### src/core/exposure_timing_pkg.sv
// Purpose: Shared constants and carriers for the exposure and frame timing block
// Assumes: Byte-wide register port with a one-bit page select
// Notes:   Offsets are byte addresses within their page

package exposure_timing_pkg;

    // Pages
    localparam logic       PAGE_SYSTEM          = 1'h0;
    localparam logic       PAGE_SENSOR          = 1'h1;

    // Offsets
    localparam logic [7:0] OFF_CLOCK_DIVIDER    = 8'h31;
    localparam logic [7:0] OFF_CLOCK_SOURCE     = 8'h32;
    localparam logic [7:0] OFF_UPDATE_HOLD      = 8'h01;
    localparam logic [7:0] OFF_EXPOSURE_HIGH    = 8'h03;
    localparam logic [7:0] OFF_EXPOSURE_LOW     = 8'h04;
    localparam logic [7:0] OFF_VBLANK_HIGH      = 8'h05;
    localparam logic [7:0] OFF_VBLANK_LOW       = 8'h06;
    localparam logic [7:0] OFF_SYNC_TO_LINE     = 8'h08;
    localparam logic [7:0] OFF_HBLANK_HIGH      = 8'h09;
    localparam logic [7:0] OFF_HBLANK_LOW       = 8'h0A;
    localparam logic [7:0] OFF_LONG_DELAY_HIGH  = 8'h41;
    localparam logic [7:0] OFF_LONG_DELAY_LOW   = 8'h42;
    localparam logic [7:0] OFF_FRAME_LEN_HIGH   = 8'h4E;
    localparam logic [7:0] OFF_FRAME_LEN_LOW    = 8'h4F;
    localparam logic [7:0] OFF_LINE_TOTAL_HIGH  = 8'hDA;
    localparam logic [7:0] OFF_LINE_TOTAL_LOW   = 8'hDB;

    // Reset values
    localparam logic [7:0]  RST_CLOCK_DIVIDER   = 8'h90;
    localparam logic [7:0]  RST_CLOCK_SOURCE    = 8'h04;
    localparam logic [15:0] RST_EXPOSURE        = 16'h019A;
    localparam logic [15:0] RST_VBLANK          = 16'h0000;
    localparam logic [3:0]  RST_SYNC_TO_LINE    = 4'h1;
    localparam logic [11:0] RST_HBLANK          = 12'h000;
    localparam logic [15:0] RST_LONG_DELAY      = 16'h0000;
    localparam logic        RST_HOLD_ENABLE     = 1'h0;

    // Field positions
    localparam int PLL_HALF_BIT    = 7;
    localparam int ROW_DIV_LSB     = 4;
    localparam int TIMER_DIV_LSB   = 0;
    localparam int ROW_SOURCE_BIT  = 4;
    localparam int DATA_DIV_LSB    = 0;
    localparam int HOLD_ENABLE_BIT = 0;

    typedef struct packed {
        logic       page;
        logic [7:0] addr;
        logic       wr;
        logic       rd;
        logic [7:0] wdata;
    } reg_req_t;

    typedef struct packed {
        logic [15:0] exposure;
        logic [15:0] vblank;
        logic [11:0] hblank;
        logic [15:0] long_delay;
    } timing_set_t;

    typedef struct packed {
        logic vsync;
        logic hsync;
        logic line_valid;
        logic row_tick;
        logic timer_tick;
        logic data_tick;
        logic frame_start;
    } sync_out_t;

endpackage

### src/core/exposure_frame_timing.sv
// Purpose: Exposure, blanking and frame timing with clock-mode dividers
// Assumes: clk_i is the incoming pixel clock; all inputs synchronous to it
// Notes:   Derived clocks are one-cycle tick strobes, not real clocks
`timescale 1ns/100ps
`default_nettype none

module exposure_frame_timing #(
    parameter logic [15:0] ACTIVE_ROWS  = 16'h0010,
    parameter logic [15:0] ACTIVE_WIDTH = 16'h0040
) (
    // Clock and reset
    input  wire logic                              clk_i,
    input  wire logic                              srst_i,
    // Register port
    input  wire exposure_timing_pkg::reg_req_t     reg_req_i,
    output logic [7:0]                             reg_rdata_o,
    // Mode and external row clock
    input  wire logic                              binning_mode_i,
    input  wire logic                              ext_clk_i,
    // Timing outputs
    output exposure_timing_pkg::sync_out_t         sync_o,
    output exposure_timing_pkg::timing_set_t       active_o
);

    typedef struct packed {
        logic [7:0]                       clk_div;
        logic [7:0]                       clk_src;
        exposure_timing_pkg::timing_set_t buffered;
        exposure_timing_pkg::timing_set_t active;
        logic [3:0]                       sync_rows;
        logic                             hold_en;
        logic                             pending;
        logic                             pll_phase;
        logic [2:0]                       timer_cnt;
        logic [2:0]                       row_cnt;
        logic [1:0]                       data_cnt;
        logic                             ext_q;
        logic [15:0]                      col;
        logic [15:0]                      row;
        logic [15:0]                      frame_ro;
        logic [7:0]                       rdata;
        exposure_timing_pkg::sync_out_t   sync;
    } state_t;

    state_t st;
    state_t next_st;

    // Undefined codes fall back to divide by one rather than stalling
    function automatic logic [2:0] div_mask(input logic [2:0] code);
        case (code)
            3'h0:    div_mask = 3'h0;
            3'h1:    div_mask = 3'h1;
            3'h2:    div_mask = 3'h3;
            3'h4:    div_mask = 3'h7;
            default: div_mask = 3'h0;
        endcase
    endfunction

    function automatic logic hit(input logic page, input logic [7:0] off);
        hit = (reg_req_i.page == page) && (reg_req_i.addr == off);
    endfunction

    logic [2:0]  timer_mask;
    logic [2:0]  row_mask;
    logic [2:0]  data_mask;
    logic        pll_en;
    logic        timer_en;
    logic        src_en;
    logic        row_en;
    logic        data_en;
    logic [15:0] line_total;
    logic [15:0] frame_base;
    logic [15:0] frame_len;
    logic        row_end;
    logic        frame_end;
    logic        commit;
    logic        hold_write;

    always_comb
    begin
        timer_mask = div_mask(st.clk_div[exposure_timing_pkg::TIMER_DIV_LSB +: 3]);
        row_mask   = div_mask(st.clk_div[exposure_timing_pkg::ROW_DIV_LSB +: 3]);
        data_mask  = div_mask({1'b0, st.clk_src[exposure_timing_pkg::DATA_DIV_LSB +: 2]});
        // Bypass or every other input cycle
        pll_en     = !st.clk_div[exposure_timing_pkg::PLL_HALF_BIT] || st.pll_phase;
        timer_en   = pll_en && ((st.timer_cnt & timer_mask) == timer_mask);
        src_en     = st.clk_src[exposure_timing_pkg::ROW_SOURCE_BIT]
                     ? (ext_clk_i && !st.ext_q) : timer_en;
        row_en     = src_en && ((st.row_cnt & row_mask) == row_mask);
        data_en    = timer_en && ((st.data_cnt[1:0] & data_mask[1:0]) == data_mask[1:0]);
        // Line total includes the blanking; row period counts row clock ticks
        line_total = ACTIVE_WIDTH + {4'h0, st.active.hblank};
        frame_base = ACTIVE_ROWS + {12'h000, st.sync_rows} + st.active.vblank;
        // Sums wrap at sixteen bits; software keeps totals in range
        frame_len  = (st.active.exposure > frame_base)
                     ? frame_base + st.active.long_delay : frame_base;
        row_end    = row_en && (st.col >= line_total - 16'h0001);
        frame_end  = row_end && (st.row >= frame_len - 16'h0001);
        commit     = frame_end && (!st.hold_en || st.pending);
        hold_write = reg_req_i.wr && hit(exposure_timing_pkg::PAGE_SENSOR,
                                         exposure_timing_pkg::OFF_UPDATE_HOLD);
    end

    always_comb
    begin
        next_st = st;
        // Clock-mode dividers
        next_st.pll_phase = !st.pll_phase;
        if (pll_en)
        begin
            next_st.timer_cnt = st.timer_cnt + 3'h1;
        end
        if (src_en)
        begin
            next_st.row_cnt = st.row_cnt + 3'h1;
        end
        if (timer_en)
        begin
            next_st.data_cnt = st.data_cnt + 2'h1;
        end
        next_st.ext_q = ext_clk_i;
        // Register writes
        if (reg_req_i.wr)
        begin
            if (hit(exposure_timing_pkg::PAGE_SYSTEM, exposure_timing_pkg::OFF_CLOCK_DIVIDER))
                next_st.clk_div = reg_req_i.wdata;
            if (hit(exposure_timing_pkg::PAGE_SYSTEM, exposure_timing_pkg::OFF_CLOCK_SOURCE))
                next_st.clk_src = reg_req_i.wdata;
            if (hit(exposure_timing_pkg::PAGE_SENSOR, exposure_timing_pkg::OFF_EXPOSURE_HIGH))
                next_st.buffered.exposure[15:8] = reg_req_i.wdata;
            if (hit(exposure_timing_pkg::PAGE_SENSOR, exposure_timing_pkg::OFF_EXPOSURE_LOW))
                next_st.buffered.exposure[7:0] = reg_req_i.wdata;
            if (hit(exposure_timing_pkg::PAGE_SENSOR, exposure_timing_pkg::OFF_VBLANK_HIGH))
                next_st.buffered.vblank[15:8] = reg_req_i.wdata;
            if (hit(exposure_timing_pkg::PAGE_SENSOR, exposure_timing_pkg::OFF_VBLANK_LOW))
                next_st.buffered.vblank[7:0] = reg_req_i.wdata;
            if (hit(exposure_timing_pkg::PAGE_SENSOR, exposure_timing_pkg::OFF_SYNC_TO_LINE))
                next_st.sync_rows = reg_req_i.wdata[3:0];
            if (hit(exposure_timing_pkg::PAGE_SENSOR, exposure_timing_pkg::OFF_HBLANK_HIGH))
                next_st.buffered.hblank[11:8] = reg_req_i.wdata[3:0];
            if (hit(exposure_timing_pkg::PAGE_SENSOR, exposure_timing_pkg::OFF_HBLANK_LOW))
                next_st.buffered.hblank[7:0] = reg_req_i.wdata;
            if (hit(exposure_timing_pkg::PAGE_SENSOR, exposure_timing_pkg::OFF_LONG_DELAY_HIGH))
                next_st.buffered.long_delay[15:8] = reg_req_i.wdata;
            if (hit(exposure_timing_pkg::PAGE_SENSOR, exposure_timing_pkg::OFF_LONG_DELAY_LOW))
                next_st.buffered.long_delay[7:0] = reg_req_i.wdata;
            if (hold_write)
                next_st.hold_en = reg_req_i.wdata[exposure_timing_pkg::HOLD_ENABLE_BIT];
        end
        // A request landing in the commit cycle is kept for the next frame
        next_st.pending = (st.pending && !commit)
                          || (hold_write
                              && reg_req_i.wdata[exposure_timing_pkg::HOLD_ENABLE_BIT]);
        if (commit)
        begin
            next_st.active = st.buffered;
            // Zero exposure is illegal; one row is the floor
            if (st.buffered.exposure == 16'h0000)
                next_st.active.exposure = 16'h0001;
        end
        // Row and frame counters
        if (row_en)
        begin
            next_st.col = row_end ? 16'h0000 : st.col + 16'h0001;
        end
        if (row_end)
        begin
            next_st.row = frame_end ? 16'h0000 : st.row + 16'h0001;
        end
        if (frame_end)
        begin
            next_st.frame_ro = binning_mode_i ? {1'b0, frame_len[15:1]} : frame_len;
        end
        // Sync outputs
        next_st.sync.frame_start = frame_end;
        next_st.sync.vsync       = (next_st.row < {12'h000, st.sync_rows});
        next_st.sync.line_valid  = (next_st.row >= {12'h000, st.sync_rows})
                                   && (next_st.row < {12'h000, st.sync_rows} + ACTIVE_ROWS);
        next_st.sync.hsync       = next_st.sync.line_valid && (next_st.col < ACTIVE_WIDTH);
        next_st.sync.timer_tick  = timer_en;
        next_st.sync.row_tick    = row_en;
        next_st.sync.data_tick   = data_en;
        // Read data, one cycle after the request
        next_st.rdata = 8'h00;
        if (reg_req_i.rd)
        begin
            case ({reg_req_i.page, reg_req_i.addr})
                {exposure_timing_pkg::PAGE_SYSTEM, exposure_timing_pkg::OFF_CLOCK_DIVIDER}:
                    next_st.rdata = st.clk_div;
                {exposure_timing_pkg::PAGE_SYSTEM, exposure_timing_pkg::OFF_CLOCK_SOURCE}:
                    next_st.rdata = st.clk_src;
                {exposure_timing_pkg::PAGE_SENSOR, exposure_timing_pkg::OFF_UPDATE_HOLD}:
                    next_st.rdata = {7'h00, st.hold_en};
                {exposure_timing_pkg::PAGE_SENSOR, exposure_timing_pkg::OFF_EXPOSURE_HIGH}:
                    next_st.rdata = st.buffered.exposure[15:8];
                {exposure_timing_pkg::PAGE_SENSOR, exposure_timing_pkg::OFF_EXPOSURE_LOW}:
                    next_st.rdata = st.buffered.exposure[7:0];
                {exposure_timing_pkg::PAGE_SENSOR, exposure_timing_pkg::OFF_VBLANK_HIGH}:
                    next_st.rdata = st.buffered.vblank[15:8];
                {exposure_timing_pkg::PAGE_SENSOR, exposure_timing_pkg::OFF_VBLANK_LOW}:
                    next_st.rdata = st.buffered.vblank[7:0];
                {exposure_timing_pkg::PAGE_SENSOR, exposure_timing_pkg::OFF_SYNC_TO_LINE}:
                    next_st.rdata = {4'h0, st.sync_rows};
                {exposure_timing_pkg::PAGE_SENSOR, exposure_timing_pkg::OFF_HBLANK_HIGH}:
                    next_st.rdata = {4'h0, st.buffered.hblank[11:8]};
                {exposure_timing_pkg::PAGE_SENSOR, exposure_timing_pkg::OFF_HBLANK_LOW}:
                    next_st.rdata = st.buffered.hblank[7:0];
                {exposure_timing_pkg::PAGE_SENSOR, exposure_timing_pkg::OFF_LONG_DELAY_HIGH}:
                    next_st.rdata = st.buffered.long_delay[15:8];
                {exposure_timing_pkg::PAGE_SENSOR, exposure_timing_pkg::OFF_LONG_DELAY_LOW}:
                    next_st.rdata = st.buffered.long_delay[7:0];
                {exposure_timing_pkg::PAGE_SENSOR, exposure_timing_pkg::OFF_FRAME_LEN_HIGH}:
                    next_st.rdata = st.frame_ro[15:8];
                {exposure_timing_pkg::PAGE_SENSOR, exposure_timing_pkg::OFF_FRAME_LEN_LOW}:
                    next_st.rdata = st.frame_ro[7:0];
                {exposure_timing_pkg::PAGE_SENSOR, exposure_timing_pkg::OFF_LINE_TOTAL_HIGH}:
                    next_st.rdata = line_total[15:8];
                {exposure_timing_pkg::PAGE_SENSOR, exposure_timing_pkg::OFF_LINE_TOTAL_LOW}:
                    next_st.rdata = line_total[7:0];
                default:
                    next_st.rdata = 8'h00;
            endcase
        end
    end

    always_ff @(posedge clk_i)
    begin
        if (srst_i)
        begin
            st                   <= '0;
            st.clk_div           <= exposure_timing_pkg::RST_CLOCK_DIVIDER;
            st.clk_src           <= exposure_timing_pkg::RST_CLOCK_SOURCE;
            st.buffered.exposure <= exposure_timing_pkg::RST_EXPOSURE;
            st.buffered.vblank   <= exposure_timing_pkg::RST_VBLANK;
            st.buffered.hblank   <= exposure_timing_pkg::RST_HBLANK;
            st.buffered.long_delay <= exposure_timing_pkg::RST_LONG_DELAY;
            st.active.exposure   <= exposure_timing_pkg::RST_EXPOSURE;
            st.active.vblank     <= exposure_timing_pkg::RST_VBLANK;
            st.active.hblank     <= exposure_timing_pkg::RST_HBLANK;
            st.active.long_delay <= exposure_timing_pkg::RST_LONG_DELAY;
            st.sync_rows         <= exposure_timing_pkg::RST_SYNC_TO_LINE;
            st.hold_en           <= exposure_timing_pkg::RST_HOLD_ENABLE;
        end
        else
        begin
            st <= next_st;
        end
    end

    assign reg_rdata_o = st.rdata;
    assign sync_o      = st.sync;
    assign active_o    = st.active;
endmodule

`default_nettype wire

### config.mk
export PLATFORM = sky130hd
export DESIGN_NAME = exposure_frame_timing
export DESIGN_NICKNAME = d
export VERILOG_FILES = /design/src/core/exposure_timing_pkg.sv /design/src/core/exposure_frame_timing.sv
export SDC_FILE = /design/constraint.sdc
export NUM_CORES = 1
export LEC_CHECK = 0
export BUFFER_PORTS_ARGS = -buffer_cell sky130_fd_sc_hd__buf_2
export CAP_MARGIN = 20
export CORE_ASPECT_RATIO = 0.9
export CORE_MARGIN = 10
export CORE_UTILIZATION = 46
export CTS_CLUSTER_DIAMETER = 50
export DETAILED_ROUTE_END_ITERATION = 6
export RECOVER_POWER = 100
export SLEW_MARGIN = 0
export SYNTH_ARGS = -nofsm -noshare
export SYNTH_HDL_FRONTEND = slang
export SYNTH_SLANG_ARGS = --single-unit
### constraint.sdc
create_clock -name clk_i -period 12.8 [get_ports clk_i]
set_input_delay 1.28 -clock clk_i [delete_from_list [all_inputs] [get_ports clk_i]]
set_output_delay 1.28 -clock clk_i [all_outputs]
set_load 0.03 [all_outputs]
# == Word level (Yosys, flattened, before mapping) ==
# Index checks and enable logic that the tools add are counted.
# word_totals
word_cells,153
register_bits,215
output_inout_bits,75
input_bits,23
# op_classes
magnitude_cmp,7
n_mux,12
reduce_logical,46
n_addsub,11
bitwise,5
n_eq_ne,39
# op_table
op,count
one-hot mux 8 bit (16 select lines),1
"== test 9 bit, second input constant",14
2-to-1 mux 16 bit,7
"adder 16 x 1 -> 16 bit, second input constant",2
adder 16 bit,2
greater-or-equal comparator 16 bit,2
"== test 8 x 3 -> 1 bit, second input constant",3
"== test 8 x 4 -> 1 bit, second input constant",3
logical AND 1 bit,24
AND reduction 2 bit,12
"== test 9 x 6 -> 1 bit, second input constant",2
one-hot mux 3 bit (3 select lines),2
"== test 8 x 6 -> 1 bit, second input constant",2
"== test 8 x 7 -> 1 bit, second input constant",2
greater-or-equal comparator 16 x 4 -> 1 bit,1
greater-than comparator 16 bit,1
zero test 16 bit,1
< comparator 16 x 4 -> 1 bit,1
< comparator 16 x 6 -> 1 bit,1
"< comparator 16 x 7 -> 1 bit, second input constant",1
"subtractor 16 x 1 -> 16 bit, second input constant",1
"subtractor 13 x 1 -> 14 bit, second input constant",1
"adder 7 x 12 -> 13 bit, first input constant",1
"== test 8 x 1 -> 1 bit, second input constant",1
19 further kinds,32

# == Longest topological paths before layout ==
# Gate-level depths: netlist (run 1).
# depth
ltp_word,14
ltp_mapped,41
ltp_nobuf,38

# == Worst setup path after synthesis (run 1) ==
# OpenSTA, ideal clock, no wires.
# synth_timing
kind,register to register
startpoint,register st[76] (netlist name)
endpoint,"register st, in the netlist sync_o[5]"
t_required_ps,12724
setup_ps,76
t_arrival_ps,7279
setup_slack_ps,5446
path_buffers,1
path_stages_with_launch,36
synth_period_minus_slack_ps,7354
cell_sequence,dfxtp_1 -> ha_1 -> a211o_1 -> a211oi_4 -> nor4b_1 -> xor2_1 -> inv_1 -> ha_1 -> and4_2 -> nand2_1 -> o41ai_4 -> a21oi_2 -> nor2_2 -> mux2i_1 -> ha_1 -> nand4_1 -> mux2i_1 -> nand4_1 -> xnor2_1 -> ha_1 -> a21o_1 -> a21o_1 -> a21oi_1 -> o21ai_0 -> or2_2 -> clkbuf_1 -> nor2_1 -> a22o_1 -> ha_1 -> nor2b_1 -> o21ai_0 -> nand2b_1 -> a21oi_1 -> inv_1 -> a2111oi_0 -> a21boi_0
# synth_rtl
element,line,rtl
start: declaration,exposure_frame_timing.sv:45,state_t st;
start signal: assignment,exposure_frame_timing.sv:246,st <= next_st;

# == Worst setup path in the final report (run 1) ==
# layout_timing
startpoint,register st[76] (netlist name)
endpoint,"register st, in the netlist sync_o[5]"
# layout_via
elab_chain_len,12
elab_cells_between_ends,14
classes_between,add/sub: 4; order compare: 4; mux: 3; reduce/logical: 3
# layout_lines
element,line,rtl
adder 4 x 5 -> 6 bit,"exposure_frame_timing.sv:93, exposure_frame_timing.sv:178",
adder 16 bit,exposure_frame_timing.sv:93,"frame_base = ACTIVE_ROWS + {12'h000, st.sync_rows} + st.active.vblank;"
adder 16 bit or greater-than comparator 16 bit (tied branches),"exposure_frame_timing.sv:96, exposure_frame_timing.sv:95",
2-to-1 mux 16 bit,exposure_frame_timing.sv:96,? frame_base + st.active.long_delay : frame_base;
subtractor 16 x 1 -> 16 bit,exposure_frame_timing.sv:98,frame_end = row_end && (st.row >= frame_len - 16'h0001);
greater-or-equal comparator 16 bit,exposure_frame_timing.sv:98,
logical AND 1 bit,exposure_frame_timing.sv:98,
2-to-1 mux 16 bit,exposure_frame_timing.sv:168,next_st.row = frame_end ? 16'h0000 : st.row + 16'h0001;
2-to-1 mux 16 bit,exposure_frame_timing.sv:166,if (row_end)
greater-or-equal comparator 16 x 4 -> 1 bit or < comparator 16 x 6 -> 1 bit (tied branches),"exposure_frame_timing.sv:177, exposure_frame_timing.sv:178",
logical AND 1 bit (*),exposure_frame_timing.sv:178,"&& (next_st.row < {12'h000, st.sync_rows} + ACTIVE_ROWS);"
logical AND 1 bit (*),exposure_frame_timing.sv:179,next_st.sync.hsync = next_st.sync.line_valid && (next_st.col < ACTIVE_WIDTH);
# Every way passes the cells marked *; elsewhere a longest branch is shown, timed or not.
# A chain may end at the register's enable or synchronous reset.

==> results.ini, run 1 <==
[cts]
cts_sinks=215
cts_tree=built
cts_max_path_buffers=3
numCtsBuffers=29
worstSkewPairLatency_ps=570
cts_root_buf=clkbuf_16
path_clk_slew_ps=60
ctsHtreeMaxLevel=1
cts_hold_buf=0
ctsResizeCount=0
cts_setup_buffers=0

[timing]
slew_headroom_pct=-134
worst_slew_pin_slew_ps=3500
setup_tns_ps=0
rsz0062_at_grt=no
final-setup-viol-count=0
fin_crit_ps=10410
clock_skew_ps=22.1
finalHoldViolCount=0
final_max_slew_viol_count=218
fmax_mhz=96.1
fin_crit_sh_pct=81.3

[job]
cap_viol_max_count=3

[detailed_routing]
first_iter_violations=1483
antenna_left=0
dr.pass1.iters=6
avgViaCountPerCell=6.05
vias=12284
wire_per_inst_um=22.1
drt-total-wl_um=45000
drc=0

[cells_and_area]
antennaDiodeCount=0
multi_input_area_um2=7630
final_nets=1752
syn_to_final_growth_pct=7.72
regArea_um2=4300
fill_cells=2790
drive_above_1_share_pct=7.24

[worst_hold_path]
hold_path_depth=1
hp-class=register to register
worstHoldEndpoint=st[72]
min-delay-start=st[72]

[global_routing]
grt-ovfl-total=0
grt_max_degree=77
grt_pass1_vias=11395
gr-usage-all-layers_pct=24.5
antenna_found_initial=0
grt_pass1_wl_um=68900

[setup_path]
arrival_ps=10900
cp-start-kind=register
criticalPathCategory=register to register
worstPathRequired_ps=13290
crit_slowest_cell=or2_0
startpoint=st[76]
slowest_delay_ps=780
r2r_cells=33
reg2reg_from=st[76]
end_kind=register
cp_common_cell=ha_1
rrSetupSlack_ps=2390
reg2reg_to=sync_o[5]
worst-path-max-fanout=19

[floorplan]
core-area_um2=27900
die_w_um=197
ioPinCount=98
start_util_pct=46.6
die_h_um=180
die-area_um2=35500
rows=58

[power]
p_leak_nw=5.12
p_total_w=0.00156
powerDensity_nw_per_um2=111
vdd_drop_max_mv=0.114

[run_status]
run_status=finished, violations left
violations=max-capacitance violations, max-slew violations

[synthesis]
syn_area_um2=13000
ys_types=85
ys_ff_latch=215
yosysSeqAreaShare_pct=33.0
synth.avg_cell_area_um2=7.79
synth-edff-count=0
synth_area_leaders=dfxtp_1, nand2_1, ha_1
synth_area_leader_cell=dfxtp_1
async_reset_ff_share_pct=0
yosys_most_used_dff=dfxtp_1
synth_cells=1672
synth_top_area_share_pct=33.0
ys.warnings.count=0
synth_fp_nets=1774

[placed_design]
portBuffers=97
place.gp.congestion=0.933
dpl.hpwl_um=33200

[flip-flops by register name (all words and copies together) (netlist names)]
signal / cells
sync_o: 7
active_o: 60
st: 140
reg_rdata_o: 8
[layout make-up]
| cell class | count | area share, % |
|---|---|---|
| multi-input cells | 1250 | 54.4 |
| inverters | 41 | 1.10 |
| clock inverters | 17 | 1.51 |
| well taps | 360 | 3.21 |
| repair buffers | 113 | 3.47 |
| clock buffers | 36 | 5.65 |
| flip-flops and latches | 215 | 30.7 |
[layer usage]
layer / track usage (%) / wire, um
met4: 8.08 / 1560
met1: 34.1 / 19900
met3: 4.18 / 3710
met5: 0 / 0
met2: 37.3 / 19800
[power by group]
part	switching [W]	leakage, nW	internal (W)
combinational	0.0000356	2.90	0.0000106
clock	0.000335	0.486	0.000506
sequential	0.00000244	1.73	0.000673
[layout by cell type, fill, tap and decap left out, drive strengths merged, types with 4 or more instances in the layout]
| master | synthesis | routed |
|---|---|---|
| nand2 | 281 | 281 |
| dfxtp | 215 | 215 |
| a21oi | 184 | 184 |
| nand3 | 143 | 143 |
| clkbuf | 78 | 119 |
| nor2 | 101 | 101 |
| ha | 77 | 77 |
| o21ai | 49 | 49 |
| inv | 40 | 45 |
| xnor2 | 40 | 40 |
| xor2 | 38 | 38 |
| nor3 | 34 | 34 |
| buf | 88 | 30 |
| a21o | 19 | 19 |
| nand4 | 17 | 17 |
| mux2i | 16 | 16 |
| a222oi | 15 | 15 |
| nor4 | 15 | 15 |
| and3 | 15 | 15 |
| a211oi | 15 | 15 |
| a22oi | 14 | 14 |
| a221oi | 13 | 13 |
| and2 | 12 | 12 |
| a22o | 11 | 11 |
| o31ai | 11 | 11 |
| nand2b | 10 | 10 |
| nor2b | 9 | 9 |
| or3 | 9 | 9 |
| or2 | 9 | 9 |
| a31oi | 8 | 8 |
| nand3b | 8 | 8 |
| mux2 | 7 | 7 |
| o21a | 7 | 7 |
| clkinv | 1 | 7 |
| o211ai | 6 | 6 |
| nor3b | 5 | 5 |
| a211o | 4 | 4 |
[cell usage after synthesis (all sizes together) (34+ instances only)]
cell type / instances
nand2: 281
dfxtp: 215
a21oi: 184
nand3: 143
nor2: 101
buf: 88
clkbuf: 78
ha: 77
o21ai: 49
inv: 40
xnor2: 40
xor2: 38
nor3: 34
[cell families (layout without fill, tap and decap cells)]
kind of cell / Yosys count / after routing / synth area share, %
XOR/XNOR: 80 / 80 / 5.60
flip-flops: 215 / 215 / 33.0
adder cells (fa/ha/maj): 79 / 79 / 7.70
buffers and inverters: 207 / 207 / 8.40
AND/OR/NAND/NOR: 684 / 684 / 24.4
multiplexers: 23 / 23 / 1.83
AO/OA/AOI/OAI: 384 / 384 / 19.0
[how the worst max path moves through the flow]
stage                endpoint
finish              sync_o[5]
global route        sync_o[5]
CTS                 sync_o[5]
detailed placement  sync_o[5]
global placement    sync_o[5]
floorplan           sync_o[5]
[critical path: cells and delay by family, from the launching register on]
family                     cells  cell delay [ps]
adders and majority gates      5             1500
and+or+nand+nor                8             2000
xor gates and xnor gates       2              680
buffers and inverters          2              490
muxes                          1              340
DFF                            1              450
AOI/OAI and AO/OA             15             4860
[per-stage QoR]
stage	hold slack [ps]	setup slack, ps	std cells	cell area [um2]	util, %
2_1_floorplan	383	5450	1672	13000	-
3_3_place_gp	398	4200	1978	13200	47.1
3_5_place_dp	407	3890	1979	13200	47.2
4_1_cts	410	3880	2032	14200	50.8
5_1_grt	431	1560	2032	14000	50.2
6_report	406	2390	2032	14000	50.2
(Power assumes the default switching activity.)
==> run 2, diff against run 1 <==
ABC_AREA = 1   (was not set)
PLACE_DENSITY = 0.66   (was not set)
clock period = 9.5 ns   (was 12.8 ns; I/O delays follow)
==> run 2 against run 1 <==
The run still ends with max-capacitance violations, max-slew violations left; wire length shrank 13%; combinational power rose by 33%; hold slack improved by 10 ps; critical path depth is 6 higher.
==> results.ini, run 2 <==
[run_status]
run_status=finished, violations left
violations=max-capacitance violations, max-slew violations

[synthesis]
synth_fp_nets=1957  ; +10%
synth_area_leader_cell=dfxtp_1
synth-edff-count=0  ; unchanged
ys.warnings.count=0  ; unchanged
synth_common_cells=nand2_1, inv_1, dfxtp_1
ys_ff_latch=215  ; unchanged
syn_area_um2=13000  ; +0.13%
async_reset_ff_share_pct=0  ; unchanged
synth_top_area_share_pct=33.0  ; -0.044 points
yosys_most_used_dff=dfxtp_1
yosysSeqAreaShare_pct=33.0  ; -0.044 points
synth.avg_cell_area_um2=7.03  ; -9.7%
synth_area_leaders=dfxtp_1, nand2_1, ha_1
synthMostInstantiatedCell=nand2_1
ys_types=53  ; -38%
synth_cells=1855  ; +11%

[job]
cap_viol_max_count=2  ; -1

[cells_and_area]
final_nets=1947  ; +11%
final_cell_mix=nand2_1, inv_1, dfxtp_1
drive_above_1_share_pct=5.31  ; -1.9 points
fill_cells=2815  ; +0.90%
regArea_um2=4300  ; unchanged
largest_reg_flops=140  ; unchanged
fin_util_pct=49.8  ; -0.43 points
syn_to_final_growth_pct=6.65
antennaDiodeCount=0  ; unchanged
top_register=st
multi_input_area_um2=6930  ; -9.2%
final_common_cell=nand2_1

[floorplan]
ioPinCount=98  ; unchanged
core-area_um2=27900  ; unchanged
start_util_pct=46.7  ; +0.063 points
rows=58  ; unchanged
die-area_um2=35500  ; +0.12%
die_h_um=180  ; about the same
die_w_um=197  ; about the same

[cts]
cts_hold_buf=0  ; unchanged
cts_sinks=215  ; unchanged
cts_setup_buffers=0  ; unchanged
worstSkewPairLatency_ps=550  ; -20 ps
path_clk_slew_ps=60  ; about the same
ctsResizeCount=0  ; unchanged
cts_max_path_buffers=3  ; unchanged
cts_root_buf=clkbuf_16
ctsHtreeMaxLevel=1  ; unchanged
numCtsBuffers=26  ; -10%
cts_tree=built

[detailed_routing]
avgViaCountPerCell=5.50  ; -9.0%
drc=0  ; unchanged
wire_per_inst_um=17.7  ; -20%
vias=12236  ; -0.39%
first_iter_violations=940  ; -37%
top_layer=met4
route.met3.wl_um=2340  ; -37%
wl_met2_um=18100  ; -8.5%
drt-total-wl_um=39300  ; -13%
dr.pass1.iters=5  ; -1
antenna_left=0  ; unchanged
wl_met1_um=17700  ; -11%

[setup_path]
r2r_cells=39  ; +18%
cp_common_cell=nand2_1
cp.depth=39  ; +18%
cp_num_buf_inv=3  ; +1
worstPathRequired_ps=9880  ; -3410 ps
slowest_delay_ps=680  ; -100 ps
worst-path-max-fanout=63  ; +44
crit_slowest_cell=clkbuf_2
cp-start-kind=register
cp_top_family=simple AND/OR/NAND/NOR gates
criticalPathCategory=register to register
end_kind=register
arrival_ps=8450  ; -2450 ps

[worst_hold_path]
hold_path_depth=1  ; unchanged
hp-class=register to register

[power]
cell_internal_pwr_w=0.00147  ; +23%
vdd_drop_max_mv=0.140  ; +22%
p_sw_w=0.000466  ; +25%
clockPowerShare_pct=49.8  ; -4.1 points
sw_frac_of_total_pct=24.1  ; +0.19 points
powerDensity_nw_per_um2=139  ; +25%
power_frac_seq_pct=47.0  ; +3.8 points
p_comb_share_pct=3.2  ; +0.2 points
p_leak_nw=5.85  ; +14%

[placed_design]
place.gp.congestion=0.970  ; +3.9%
dpl.hpwl_um=30000  ; -9.7%
portBuffers=97  ; unchanged

[global_routing]
grt_pass1_vias=11402  ; +0.061%
grt_max_degree=97  ; +26%
antenna_found_initial=0  ; unchanged
gr-usage-all-layers_pct=21.4  ; -3.1 points
grt-ovfl-total=0  ; unchanged
grt_pass1_wl_um=61800  ; -10%

[timing]
final-setup-viol-count=0  ; unchanged
final_max_slew_viol_count=164  ; -25%
rsz0062_at_grt=no
finalHoldViolCount=0  ; unchanged
worst_slew_pin_slew_ps=3430  ; -77.8 ps
clock_skew_ps=32.8  ; +10.7 ps
slew_headroom_pct=-128  ; +5.2 points
fin_crit_ps=8060  ; -2350 ps
setup_tns_ps=0  ; unchanged
fin_crit_sh_pct=84.9  ; +3.6 points
fmax_mhz=124  ; +29%

[run 2: power groups by stage]
stage          Clock (W)  Sequential (W)  Combinational, W
4_1_cts         0.000978        0.000909         0.0000605
3_5_place_dp           0        0.000929         0.0000603
2_1_floorplan          0        0.000928         0.0000399
3_3_place_gp           0        0.000929         0.0000595
5_1_grt          0.00102        0.000909         0.0000672
6_report        0.000964        0.000909         0.0000613
[run 2: kinds of logic after synthesis]
logic type / synth area share (%)
fa+ha+maj: 7.69
buf+inv: 13.9
xor+xnor: 4.34
compound gates: 19.0
flops: 33.0
simple gates: 22.1
[run 2: cell type report]
cell class	count	area share, %
clock inverters	15	1.06
flip-flops and latches	215	30.9
multi-input cells	1239	49.8
clock buffers	32	4.91
inverters	261	7.05
repair buffers	102	3.00
well taps	360	3.24
[run 2: routing by layer]
metal | vias up | track usage (%)
li1 | 6118 | -
met1 | 5666 | 28.1
met2 | 384 | 35.6
met3 | 68 | 3.34
met4 | 0 | 5.72
met5 | - | 0
[run 2: worst paths after layout]
| kind | startpoint | to | slack (ps) |
|---|---|---|---|
| setup / recovery | st[75] | active_o[36] | 1440 |
| hold / removal | st[72] | st[72] | 420 |
| hold reg to reg | st[72] | st[72] | 420 |
| setup reg to reg | st[75] | active_o[36] | 1440 |
[run 2: through the flow]
step | total power [W] | area, um2 | setup WS [ps] | instances | hold slack (ps)
detailed placement | 0.000989 | 13200 | 2140 | 2177 | 404
global route | 0.00199 | 13900 | 626 | 2224 | 447
floorplan | 0.000968 | 13000 | 3360 | 1855 | 393
global placement | 0.000988 | 13200 | 1640 | 2176 | 404
CTS | 0.00195 | 14000 | 2100 | 2224 | 414
finish | 0.00193 | 13900 | 1440 | 2224 | 416
